`src/hw/ascs_pkg.sv`:
```
// Shared constants for the amplifier soft-control sequencer ends
package ascs_pkg;
  // Control port register offsets
  localparam logic [7:0] ASCS_REG_CTRL = 8'h01;
  localparam logic [7:0] ASCS_REG_VOLUME = 8'h04;
  localparam logic [7:0] ASCS_REG_MUTE = 8'h07;
  localparam logic [7:0] ASCS_REG_STATUS = 8'h08;
  localparam logic [7:0] ASCS_REG_CLIP_HIGH = 8'h10;
  localparam logic [7:0] ASCS_REG_CLIP_LOW = 8'h11;
  localparam logic [7:0] ASCS_REG_CLIP_TOP = 8'h12;
  // Field layout
  localparam int ASCS_CLIP_W = 20;
  localparam int ASCS_SAMPLE_W = 24;
  localparam int ASCS_LOW_LSB = 2;
  localparam int ASCS_HIGH_LSB = 6;
  localparam int ASCS_TOP_LSB = 14;
  localparam logic [1:0] ASCS_LOW_RSV = 2'h0;
  localparam logic [7:0] ASCS_BIT_ON = 8'h01;
  localparam logic [7:0] ASCS_BIT_OFF = 8'h00;
  // Reset values
  localparam logic [7:0] ASCS_VOLUME_RST = 8'h80;
  localparam logic [7:0] ASCS_CLIP_HIGH_RST = 8'hff;
  localparam logic [7:0] ASCS_CLIP_LOW_RST = 8'hfc;
  localparam logic [5:0] ASCS_CLIP_TOP_RST = 6'h3f;
  // Timing
  localparam int ASCS_CLK_PERIOD_NS = 8;
  localparam int ASCS_SETTLE_NS = 1000;
  localparam int ASCS_SETTLE_CYC = (ASCS_SETTLE_NS + ASCS_CLK_PERIOD_NS - 1) / ASCS_CLK_PERIOD_NS;
  localparam int ASCS_WAIT_W = 12;
  localparam logic [2:0] ASCS_CFG_LAST = 3'h4;
endpackage

```
`src/hw/ascs_if.sv`:
```
// Link between host sequencer and amplifier control logic
`timescale 1ns/1ps
interface ascs_if;
  logic amp_shutdown_n; // Shutdown pin, low holds amplifier off
  logic master_clock; // Audio clocks from host
  logic bit_clock;
  logic frame_clock;
  logic cp_wr; // Control port write pulse
  logic cp_rd; // Control port read pulse
  logic [7:0] cp_addr;
  logic [7:0] cp_wdata;
  logic [7:0] cp_rdata;
  logic cp_ack; // One-cycle answer pulse
  modport host_mp (
    output amp_shutdown_n, master_clock, bit_clock, frame_clock,
    output cp_wr, cp_rd, cp_addr, cp_wdata,
    input cp_rdata, cp_ack
  );
  modport device_mp (
    input amp_shutdown_n, master_clock, bit_clock, frame_clock,
    input cp_wr, cp_rd, cp_addr, cp_wdata,
    output cp_rdata, cp_ack
  );
endinterface

```
`src/hw/ascs_host.sv`:
```
// Host end: power, clock, configuration and shutdown sequencing
`timescale 1ns/1ps
module ascs_host #(
  parameter int SETTLE_CYC = ascs_pkg::ASCS_SETTLE_CYC, // Clock and pin settle
  parameter int DIV_W = 8 // Frame clock is clk_sys over 2**DIV_W
) (
  // System
  input wire logic clk_sys,
  input wire logic sys_rst,
  // Link to amplifier
  ascs_if.host_mp link,
  // Supply control
  input wire logic power_good,
  output logic power_enable,
  // Sequencing requests, one-cycle pulses, and the threshold level to configure
  input wire logic start_req,
  input wire logic stop_req,
  input wire logic [ascs_pkg::ASCS_CLIP_W-1:0] clip_threshold_level,
  // Volume write in operation
  input wire logic vol_req,
  input wire logic [7:0] vol_value,
  // Register read in operation
  input wire logic rd_req,
  input wire logic [7:0] rd_addr,
  output logic [7:0] rd_data,
  output logic rd_valid,
  // Status
  output logic running,
  output logic powered_off
);
  import ascs_pkg::*;

  typedef enum logic [9:0] {
    H_OFF = 10'h001, // Unpowered, pin low, clocks off
    H_PWR = 10'h002, // Supplies enabled, waiting for good
    H_CLK = 10'h004, // Clocks running, settling
    H_CFG = 10'h008, // Writing configuration while muted
    H_REL = 10'h010, // Shutdown pin released, settling
    H_UNMUTE = 10'h020, // Clearing mute
    H_RUN = 10'h040, // Normal operation
    H_MUTE = 10'h080, // Muting before shutdown
    H_SDLOW = 10'h100, // Shutdown pin low, settling
    H_STOP = 10'h200 // Clocks and supplies coming down
  } ascs_state_type;

  localparam logic [ASCS_WAIT_W-1:0] SETTLE_LOAD = ASCS_WAIT_W'(SETTLE_CYC);

  ascs_state_type state_q, state_d;
  logic [2:0] step_q, step_d; // Configuration write index
  logic [ASCS_WAIT_W-1:0] wait_q, wait_d; // Settle countdown
  logic busy_q, busy_d; // A control port access is outstanding
  logic is_rd_q, is_rd_d; // Outstanding access is a read
  logic wr_q, wr_d, rd_q, rd_d;
  logic [7:0] addr_q, addr_d, wdata_q, wdata_d;
  logic sd_n_q, sd_n_d; // Drives the shutdown pin
  logic clk_on_q, clk_on_d; // Gates the audio clocks
  logic pwr_q, pwr_d;
  logic [7:0] rdat_q, rdat_d;
  logic rvld_q, rvld_d;
  logic run_q, run_d, off_q, off_d;
  logic pg_s1_q, pg_s2_q; // Supply-good synchroniser
  logic [DIV_W-1:0] div_q, div_d;
  logic mclk_q, mclk_d, bclk_q, bclk_d, fclk_q, fclk_d;
  logic ack_ev, can_issue;
  logic [7:0] cfg_addr, cfg_data;

  // Supply-good comes from off-chip, so it is synchronised first
  always_ff @(posedge clk_sys or posedge sys_rst) begin
    if (sys_rst) begin
      pg_s1_q <= 1'b0;
      pg_s2_q <= 1'b0;
    end else begin
      pg_s1_q <= power_good;
      pg_s2_q <= pg_s1_q;
    end
  end

  // Audio clock divider; the clocks are plain outputs of flops
  always_comb begin
    div_d = div_q + 1'b1;
    mclk_d = clk_on_q && div_q[0];
    bclk_d = clk_on_q && div_q[2];
    fclk_d = clk_on_q && div_q[DIV_W-1];
  end

  always_ff @(posedge clk_sys or posedge sys_rst) begin
    if (sys_rst) begin
      div_q <= '0;
      mclk_q <= 1'b0;
      bclk_q <= 1'b0;
      fclk_q <= 1'b0;
    end else begin
      div_q <= div_d;
      mclk_q <= mclk_d;
      bclk_q <= bclk_d;
      fclk_q <= fclk_d;
    end
  end

  // Configuration writes; mute goes in before anything else
  always_comb begin
    cfg_addr = ASCS_REG_MUTE;
    cfg_data = ASCS_BIT_ON;
    case (step_q)
      3'h0: begin
        cfg_addr = ASCS_REG_MUTE;
        cfg_data = ASCS_BIT_ON;
      end
      3'h1: begin
        cfg_addr = ASCS_REG_CLIP_TOP;
        cfg_data = {2'h0, clip_threshold_level[ASCS_CLIP_W-1:ASCS_TOP_LSB]};
      end
      3'h2: begin
        cfg_addr = ASCS_REG_CLIP_HIGH;
        cfg_data = clip_threshold_level[ASCS_TOP_LSB-1:ASCS_HIGH_LSB];
      end
      3'h3: begin
        cfg_addr = ASCS_REG_CLIP_LOW;
        // Reserved low bits always written as their default
        cfg_data = {clip_threshold_level[ASCS_HIGH_LSB-1:0], ASCS_LOW_RSV};
      end
      3'h4: begin
        cfg_addr = ASCS_REG_CTRL;
        cfg_data = ASCS_BIT_ON;
      end
      default: begin
        cfg_addr = ASCS_REG_MUTE; // Unused step codes rewrite mute
        cfg_data = ASCS_BIT_ON;
      end
    endcase
  end

  // An answer only counts while an access is outstanding
  assign ack_ev = link.cp_ack && busy_q;
  // One access at a time; a new one waits for the previous answer
  assign can_issue = !busy_q;

  // Sequencer next values
  always_comb begin
    state_d = state_q;
    step_d = step_q;
    wait_d = wait_q;
    busy_d = busy_q;
    is_rd_d = is_rd_q;
    wr_d = 1'b0;
    rd_d = 1'b0;
    addr_d = addr_q;
    wdata_d = wdata_q;
    sd_n_d = sd_n_q;
    clk_on_d = clk_on_q;
    pwr_d = pwr_q;
    rdat_d = rdat_q;
    rvld_d = 1'b0;
    if (ack_ev) begin
      busy_d = 1'b0;
      if (is_rd_q) begin
        rdat_d = link.cp_rdata;
        rvld_d = 1'b1;
      end
    end
    unique case (state_q)
      H_OFF: begin
        sd_n_d = 1'b0;
        if (start_req) begin
          pwr_d = 1'b1;
          state_d = H_PWR;
        end
      end
      H_PWR: begin
        // Clocks wait for stable supplies
        if (pg_s2_q) begin
          clk_on_d = 1'b1;
          wait_d = SETTLE_LOAD;
          state_d = H_CLK;
        end
      end
      H_CLK: begin
        // Configuration waits for settled clocks
        if (wait_q == '0) begin
          step_d = 3'h0;
          state_d = H_CFG;
        end else begin
          wait_d = wait_q - 1'b1;
        end
      end
      H_CFG: begin
        if (ack_ev) begin
          if (step_q == ASCS_CFG_LAST) begin
            state_d = H_REL;
            wait_d = SETTLE_LOAD;
          end else begin
            step_d = step_q + 1'b1;
          end
        end else if (can_issue) begin
          wr_d = 1'b1;
          busy_d = 1'b1;
          is_rd_d = 1'b0;
          addr_d = cfg_addr;
          wdata_d = cfg_data;
        end
      end
      H_REL: begin
        sd_n_d = 1'b1;
        if (wait_q == '0) begin
          state_d = H_UNMUTE;
        end else begin
          wait_d = wait_q - 1'b1;
        end
      end
      H_UNMUTE: begin
        if (ack_ev) begin
          state_d = H_RUN;
        end else if (can_issue) begin
          wr_d = 1'b1;
          busy_d = 1'b1;
          is_rd_d = 1'b0;
          addr_d = ASCS_REG_MUTE;
          wdata_d = ASCS_BIT_OFF;
        end
      end
      H_RUN: begin
        // Only volume is written here; a stop is taken only while the port is idle
        if (can_issue && stop_req) begin
          state_d = H_MUTE;
        end else if (can_issue && vol_req) begin
          wr_d = 1'b1;
          busy_d = 1'b1;
          is_rd_d = 1'b0;
          addr_d = ASCS_REG_VOLUME;
          wdata_d = vol_value;
        end else if (can_issue && rd_req) begin
          rd_d = 1'b1;
          busy_d = 1'b1;
          is_rd_d = 1'b1;
          addr_d = rd_addr;
        end
      end
      H_MUTE: begin
        if (ack_ev) begin
          wait_d = SETTLE_LOAD;
          state_d = H_SDLOW;
        end else if (can_issue) begin
          wr_d = 1'b1;
          busy_d = 1'b1;
          is_rd_d = 1'b0;
          addr_d = ASCS_REG_MUTE;
          wdata_d = ASCS_BIT_ON;
        end
      end
      H_SDLOW: begin
        sd_n_d = 1'b0;
        if (wait_q == '0) begin
          wait_d = SETTLE_LOAD;
          state_d = H_STOP;
        end else begin
          wait_d = wait_q - 1'b1;
        end
      end
      H_STOP: begin
        // Clocks and supplies drop only with the pin already low
        clk_on_d = 1'b0;
        if (wait_q == '0) begin
          pwr_d = 1'b0;
          state_d = H_OFF;
        end else begin
          wait_d = wait_q - 1'b1;
        end
      end
      default: begin
        state_d = H_OFF; // Recover from a corrupted state code
        sd_n_d = 1'b0;
      end
    endcase
    run_d = (state_d == H_RUN);
    off_d = (state_d == H_OFF) && !pwr_d;
  end

  // Register the sequencer state
  always_ff @(posedge clk_sys or posedge sys_rst) begin
    if (sys_rst) begin
      state_q <= H_OFF;
      step_q <= 3'h0;
      wait_q <= '0;
      busy_q <= 1'b0;
      is_rd_q <= 1'b0;
      wr_q <= 1'b0;
      rd_q <= 1'b0;
      addr_q <= 8'h00;
      wdata_q <= 8'h00;
      sd_n_q <= 1'b0;
      clk_on_q <= 1'b0;
      pwr_q <= 1'b0;
      rdat_q <= 8'h00;
      rvld_q <= 1'b0;
      run_q <= 1'b0;
      off_q <= 1'b1;
    end else begin
      state_q <= state_d;
      step_q <= step_d;
      wait_q <= wait_d;
      busy_q <= busy_d;
      is_rd_q <= is_rd_d;
      wr_q <= wr_d;
      rd_q <= rd_d;
      addr_q <= addr_d;
      wdata_q <= wdata_d;
      sd_n_q <= sd_n_d;
      clk_on_q <= clk_on_d;
      pwr_q <= pwr_d;
      rdat_q <= rdat_d;
      rvld_q <= rvld_d;
      run_q <= run_d;
      off_q <= off_d;
    end
  end

  assign link.amp_shutdown_n = sd_n_q;
  assign link.master_clock = mclk_q;
  assign link.bit_clock = bclk_q;
  assign link.frame_clock = fclk_q;
  assign link.cp_wr = wr_q;
  assign link.cp_rd = rd_q;
  assign link.cp_addr = addr_q;
  assign link.cp_wdata = wdata_q;
  assign power_enable = pwr_q;
  assign rd_data = rdat_q;
  assign rd_valid = rvld_q;
  assign running = run_q;
  assign powered_off = off_q;
endmodule // ascs_host

```
`src/flat_wrapper.sv`:
```
// flat-port wrapper written by rule: the top's interface ports become plain ports
module ascs_host_flat import ascs_pkg::*;
#(
  parameter int SETTLE_CYC = ascs_pkg::ASCS_SETTLE_CYC,                        
  parameter int DIV_W = 8                                        
)
  (clk_sys, sys_rst, power_good, power_enable, start_req, stop_req, clip_threshold_level, vol_req, vol_value, rd_req, rd_addr, rd_data, rd_valid, running, powered_off, link_amp_shutdown_n, link_master_clock, link_bit_clock, link_frame_clock, link_cp_wr, link_cp_rd, link_cp_addr, link_cp_wdata, link_cp_rdata, link_cp_ack);
  ascs_if link_i ();
  input wire logic clk_sys;
  input wire logic sys_rst;
  input wire logic power_good;
  output logic power_enable;
  input wire logic start_req;
  input wire logic stop_req;
  input wire logic [ascs_pkg::ASCS_CLIP_W-1:0] clip_threshold_level;
  input wire logic vol_req;
  input wire logic [7:0] vol_value;
  input wire logic rd_req;
  input wire logic [7:0] rd_addr;
  output logic [7:0] rd_data;
  output logic rd_valid;
  output logic running;
  output logic powered_off;
  output wire logic [$bits(link_i.amp_shutdown_n)-1:0] link_amp_shutdown_n;
  output wire logic [$bits(link_i.master_clock)-1:0] link_master_clock;
  output wire logic [$bits(link_i.bit_clock)-1:0] link_bit_clock;
  output wire logic [$bits(link_i.frame_clock)-1:0] link_frame_clock;
  output wire logic [$bits(link_i.cp_wr)-1:0] link_cp_wr;
  output wire logic [$bits(link_i.cp_rd)-1:0] link_cp_rd;
  output wire logic [$bits(link_i.cp_addr)-1:0] link_cp_addr;
  output wire logic [$bits(link_i.cp_wdata)-1:0] link_cp_wdata;
  input wire logic [$bits(link_i.cp_rdata)-1:0] link_cp_rdata;
  input wire logic [$bits(link_i.cp_ack)-1:0] link_cp_ack;
  assign link_amp_shutdown_n = link_i.amp_shutdown_n;
  assign link_master_clock = link_i.master_clock;
  assign link_bit_clock = link_i.bit_clock;
  assign link_frame_clock = link_i.frame_clock;
  assign link_cp_wr = link_i.cp_wr;
  assign link_cp_rd = link_i.cp_rd;
  assign link_cp_addr = link_i.cp_addr;
  assign link_cp_wdata = link_i.cp_wdata;
  assign link_i.cp_rdata = link_cp_rdata;
  assign link_i.cp_ack = link_cp_ack;
  ascs_host #(.SETTLE_CYC(SETTLE_CYC), .DIV_W(DIV_W)) u_core (.clk_sys(clk_sys), .sys_rst(sys_rst), .link(link_i), .power_good(power_good), .power_enable(power_enable), .start_req(start_req), .stop_req(stop_req), .clip_threshold_level(clip_threshold_level), .vol_req(vol_req), .vol_value(vol_value), .rd_req(rd_req), .rd_addr(rd_addr), .rd_data(rd_data), .rd_valid(rd_valid), .running(running), .powered_off(powered_off));
endmodule
```
`config.mk`:
```
export PLATFORM = sky130hd
export DESIGN_NAME = ascs_host_flat
export DESIGN_NICKNAME = d
export VERILOG_FILES = /design/src/hw/ascs_pkg.sv /design/src/hw/ascs_if.sv /design/src/hw/ascs_host.sv /design/src/flat_wrapper.sv
export SDC_FILE = /design/constraint.sdc
export NUM_CORES = 1
export LEC_CHECK = 0
export BUFFER_PORTS_ARGS = -buffer_cell sky130_fd_sc_hd__buf_4
export CAP_MARGIN = 15
export CORE_UTILIZATION = 25
export CTS_BUF_LIST = sky130_fd_sc_hd__clkbuf_2
export CTS_CLUSTER_SIZE = 16
export DETAILED_ROUTE_END_ITERATION = 16
export SYNTH_ARGS = -nofsm -noshare
export SYNTH_HDL_FRONTEND = slang
export SYNTH_SLANG_ARGS = --single-unit
```
`constraint.sdc`:
```
create_clock -name clk_sys -period 3.4 [get_ports clk_sys]
set_input_delay 0.68 -clock clk_sys [delete_from_list [all_inputs] [get_ports clk_sys]]
set_output_delay 0.68 -clock clk_sys [all_outputs]
set_load 0.05 [all_outputs]
```
======== Word level (Yosys, flattened, before mapping) ========
Index checks and enable logic that the tools add are counted.
storage, ports and cells
  register bits after elaboration ......... 72
cells by class
  $add $sub $neg .......................... 3
  equality and inequality tests ........... 36
  mux-type cells .......................... 72
  reduce and logical (&&, ||, !) cells .... 28
operator list
  operator               count
  $mux 8                 15
  $mux 10                11
  $pmux 10 s10           1
  $mux 12                6
  $pmux 12 s5            1
  $pmux 8 s3             2
  $pmux 8 s4             1
  $ne 2x2->1 const B     13
  $mux 1                 24
  $eq 10x1->1 const B    2
  $eq 10x7->1 const B    2
  $pmux 5 s4             1
  $logic_not 12->1       1
  $ne 2x1->1 const B     6
  $pmux 1 s2             6
  $sub 12x1->12 const B  1
  $eq 10x10->1 const B   1
  $eq 10x2->1 const B    1
  $eq 10x3->1 const B    1
  $eq 10x4->1 const B    1
  $eq 10x5->1 const B    1
  $eq 10x6->1 const B    1
  $eq 10x8->1 const B    1
  $eq 10x9->1 const B    1
  23 further kinds       38

======== Longest topological paths before layout ========
  word-level depth ........................ 6
  mapped depth ............................ 9
  mapped depth without buffers ............ 8

======== Worst setup path after synthesis ========
OpenSTA, ideal clock, no wires.
  path kind ............................... register to register
  start ................................... register u_core.wait_q[0]
  end ..................................... register u_core.state_q[4]
  library setup time ...................... 0.138 ns
  data arrival time ....................... 2.098 ns
  data required time ...................... 3.262 ns
  slack ................................... 1.164 ns
  cell stages (with the launch flop) ...... 9
  buffers on the path ..................... 0
  clock period less this slack ............ 2.236 ns
  path through ............................ dfrtp_1 inv_1 ha_1 nor3b_1 nand4_1 a31oi_1 nor2_1 o41ai_1 o41ai_1
between the ends
  cells in the longest elaborated chain, start to end .. 3
ends and longest elaborated chain
  what                        line              RTL
  from (decl)                 ascs_host.sv:50   logic [ASCS_WAIT_W-1:0] wait_q, wait_d;
  from (signal assigned)      ascs_host.sv:300  wait_q <= wait_d;
  $logic_not 12->1 (*)        -
  $mux 10 (on tied branches)  -
  $pmux 10 s10 (*)            ascs_host.sv:161  unique case (state_q)
  via u_core.state_d[4]       ascs_host.sv:48   ascs_state_type state_q, state_d;
  to (signal assigned)        ascs_host.sv:298  state_q <= state_d;
  to (decl)                   ascs_host.sv:48
Mark *: on every way through the listed nets, which the timed path passes. The rest lies on a longest branch.
A chain may end at the register's enable or synchronous reset.

======== Worst setup path in the final report ========
Ends and elaborated chain as after synthesis.

==> summary.md <==
| Metric | Value |
|---|---|
| Run status | finished clean |
| Seq/Total Area, Yosys | about 48% |
| Via Count | 3152 |
| Vias in the first global route | about 3100 |
| Slew margin rel. | roughly half |
| Post-cts hold buffer count | 0 |
| Synth area leaders | dfrtp_1 46%, mux2_2 4.8%, nand2_1 3.4% |
| Synth cell types | 64 |
| Leading area contributor after synthesis | dfrtp_1 |
| WS Path Type | reg2reg |
| CTS buffer count | 9 |
| Psw | slightly below 800 µW |
| Crit. End Element | flip-flop |
| Data arrival, critical path | about 3100 ps |
| Average cell area after synthesis | 10.2 µm² |
| Period utilization | 79.1% |
| Largest net degree at the start of global routing | 73 |
| GP Congestion | about 0.83 |
| Maximum clock rate | approximately 370 MHz |
| Comb pwr share | 26.2% |
| Startpoint Class | flip-flop |
| P_int | approximately 1.4 mW |
| Final setup fails | 0 |
| TritonCTS clock tree | built |
| Cells after DPL | 629 |
| CTS Buffer Depth | 2 |
| Die height | approximately 130 µm |
| Fin. max-slew vios | 0 |
| Commonest non-fill, non-tap cells in the layout | 85 x buf_4, 70 x dfrtp_1, 34 x nand2_1 |
| Final Power | approximately 2.2 mW |
| Clock Power Share | 25.6% |
| Post-Route Skew | about 32 ps |
| Setup TNS | 0 ps |
| Yosys reg bits | 72 |
| Resized cells post-CTS | 0 |
| Drt pass-1 iters | 7 |
| DRT antenna net count | 0 |
| Root Driver | clkbuf_2 |
| Max cap viols | 0 |
| Final instance area | between 0.004 and 0.005 mm² |
| Final worst slack | roughly 710 ps |
| CTS H-Tree Depth | 3 |
| Share of layout cells above drive strength 1 | 29.9% |
| Detailed Place HPWL | slightly below 7 mm |
| Switching part of the total | between 30% and 40% |
| Least-Margin Pin Slew | 774 ps |
| Synth Flop Type | dfrtp_1 |
| RSZ-0062 raised after global routing | no |
| YS warnings | 0 |
| EDFF count, synth | 0 |
| NumNets Final | 515 |
| Clock Latency Late Sink | 530 ps |
| Sequential Power Share | 48.2% |
| Fraction of registers with async set/reset | 100% |
| CP max FO | 7 |
| Most common cell after layout, fill and taps aside | buf_4 |
| Port Buf Inserts | 85 |
| Gr usage total | 12.4% |
| Area share of the largest cell type after synthesis | 46.2% |
| Via density | 4.89 |
| Antenna Cells | 0 |
| Final Hold Vio Count | 0 |
| Leak | 2.13 nW |
| CTS Sinks | 72 |
| Hold WC Path Type | in2async |
| Worst slack, placed | 773 ps |
| DR DRC count | 0 |
| Critical Path RT | 3810 ps |
| Initial DRC Count | 206 |
| Io pins | 86 |
| Min cycle time layout | 2690 ps |
| VDD IR max | between 0.2 and 0.25 mV |
| Power Dens Cells | roughly 470 mW/mm² |
| Placement Cell Area | 0.00460 mm² |
| Clock transition at the registers of the reported paths | between 200 and 250 ps |
| Post-CTS setup buffer count | 0 |
| Initial antenna violation count | 0 |
| Final WL | 9.19 mm |
| Avg WL per Cell | 14.3 µm |
| Row cnt | 44 |
| Cell area after synthesis | 0.00379 mm² |
| Mapped Cells | 372 |
| Core Area | 0.0146 mm² |
| Final Util | 32.4% |
| First-pass GRT wire length | 15.6 mm |
| Worst hold slack | 188 ps |
| Die area | 0.0157 mm² |
| Syn-to-layout area delta | 25.1% |
| Syn Nets | 431 |
| Layout Cells excl Fill | approximately 650 |
| Congestion Overflow GR | 0 |
| Chip width | ~130 µm |
| Initial core utilization | 25.9% |
==> final timing paths <==
check / startpoint / end / slack [ps] / cells past startpoint
max reg2reg: u_core.wait_q[0]$_DFFE_PP0P_ / u_core.state_q[4]$_DFF_PP0_ / 710 / 8
max in group asynchronous: sys_rst / u_core.rd_data[4]$_DFFE_PP0P_ / 2870 / 3
min in group clk_sys: power_good / u_core.pg_s1_q$_DFF_PP0_ / 250 / 1
max: u_core.wait_q[0]$_DFFE_PP0P_ / u_core.state_q[4]$_DFF_PP0_ / 710 / 8
min: sys_rst / u_core.power_enable$_DFF_PP0_ / 190 / 3
min reg2reg: u_core.pg_s1_q$_DFF_PP0_ / u_core.pg_s2_q$_DFF_PP0_ / 370 / 0
==> registers in the layout, summed over array words and instances (netlist names) <==
signal / count
u_core.step_q: 3
u_core.powered_off: 1
u_core.running: 1
u_core.link.cp_wr: 1
u_core.state_q: 10
u_core.pg_s2_q: 1
u_core.link.bit_clock: 1
u_core.link.cp_wdata: 8
u_core.power_enable: 1
u_core.rd_valid: 1
u_core.is_rd_q: 1
u_core.wait_q: 12
u_core.div_q: 8
u_core.busy_q: 1
u_core.link.frame_clock: 1
u_core.link.cp_addr: 8
u_core.clk_on_q: 1
u_core.pg_s1_q: 1
u_core.rd_data: 8
u_core.link.cp_rd: 1
u_core.link.amp_shutdown_n: 1
u_core.link.master_clock: 1
==> synthesized netlist by cell type, types with 3 or more instances <==
| master | n |
|---|---|
| dfrtp_1 | 70 |
| nand2_1 | 34 |
| nor2_1 | 29 |
| o21ai_0 | 21 |
| nand3_1 | 19 |
| a21oi_1 | 18 |
| inv_1 | 18 |
| mux2_2 | 16 |
| nor3_1 | 9 |
| and3_1 | 7 |
| ha_1 | 7 |
| o21a_1 | 7 |
| clkbuf_1 | 6 |
| xnor2_1 | 6 |
| xor2_1 | 6 |
| and2_1 | 5 |
| mux2i_1 | 5 |
| nand4_1 | 5 |
| a222oi_1 | 4 |
| mux2_4 | 4 |
| nor2b_1 | 4 |
| nor3b_1 | 4 |
| nor4_1 | 4 |
| a22oi_1 | 3 |
| buf_2 | 3 |
| buf_6 | 3 |
| nand2b_1 | 3 |
| o41ai_1 | 3 |
==> power by group through the flow <==
stage,clock [mW],sequential [mW],combinational [mW]
global route,0.636,1.09,0.649
floorplan,0,1.12,0.359
finish,0.571,1.08,0.583
global placement,0,1.09,0.573
CTS,0.600,1.07,0.584
detailed placement,0,1.09,0.585
==> cell families after synthesis <==
family,synth area share (%)
and+or+nand+nor,19.6
AOI/OAI and AO/OA,16.2
DFF,47.6
buffers and inverters,3.86
muxes,7.66
xor gates and xnor gates,2.77
adders and majority gates,2.31
==> metal layers <==
metal	wire length [µm]	global-route usage, %	vias up
met4	121	3.95	0
met2	4590	20.9	72
met5	0	0	-
met1	4120	15.4	1543
met3	363	3.17	12
li1	-	-	1525
==> worst max-delay path: stages (launching register included) <==
cell	delay, ps
dfrtp_1	440
inv_1	70
ha_1	180
nor3b_1	520
nand4_1	400
a31oi_1	310
nor2_1	160
o41ai_1	380
o41ai_1	130
==> layout make-up <==
type | instances | area [µm²]
Clock buffer | 10 | 50.0
Inverter | 18 | 67.6
Multi-Input combinational cell | 269 | 1840
Fill cell | 1501 | 9900
Tap cell | 184 | 230
Sequential cell | 72 | 1800
Timing Repair Buffer | 86 | 658
Clock inverter | 6 | 91.3
(Power assumes the default switching activity.)
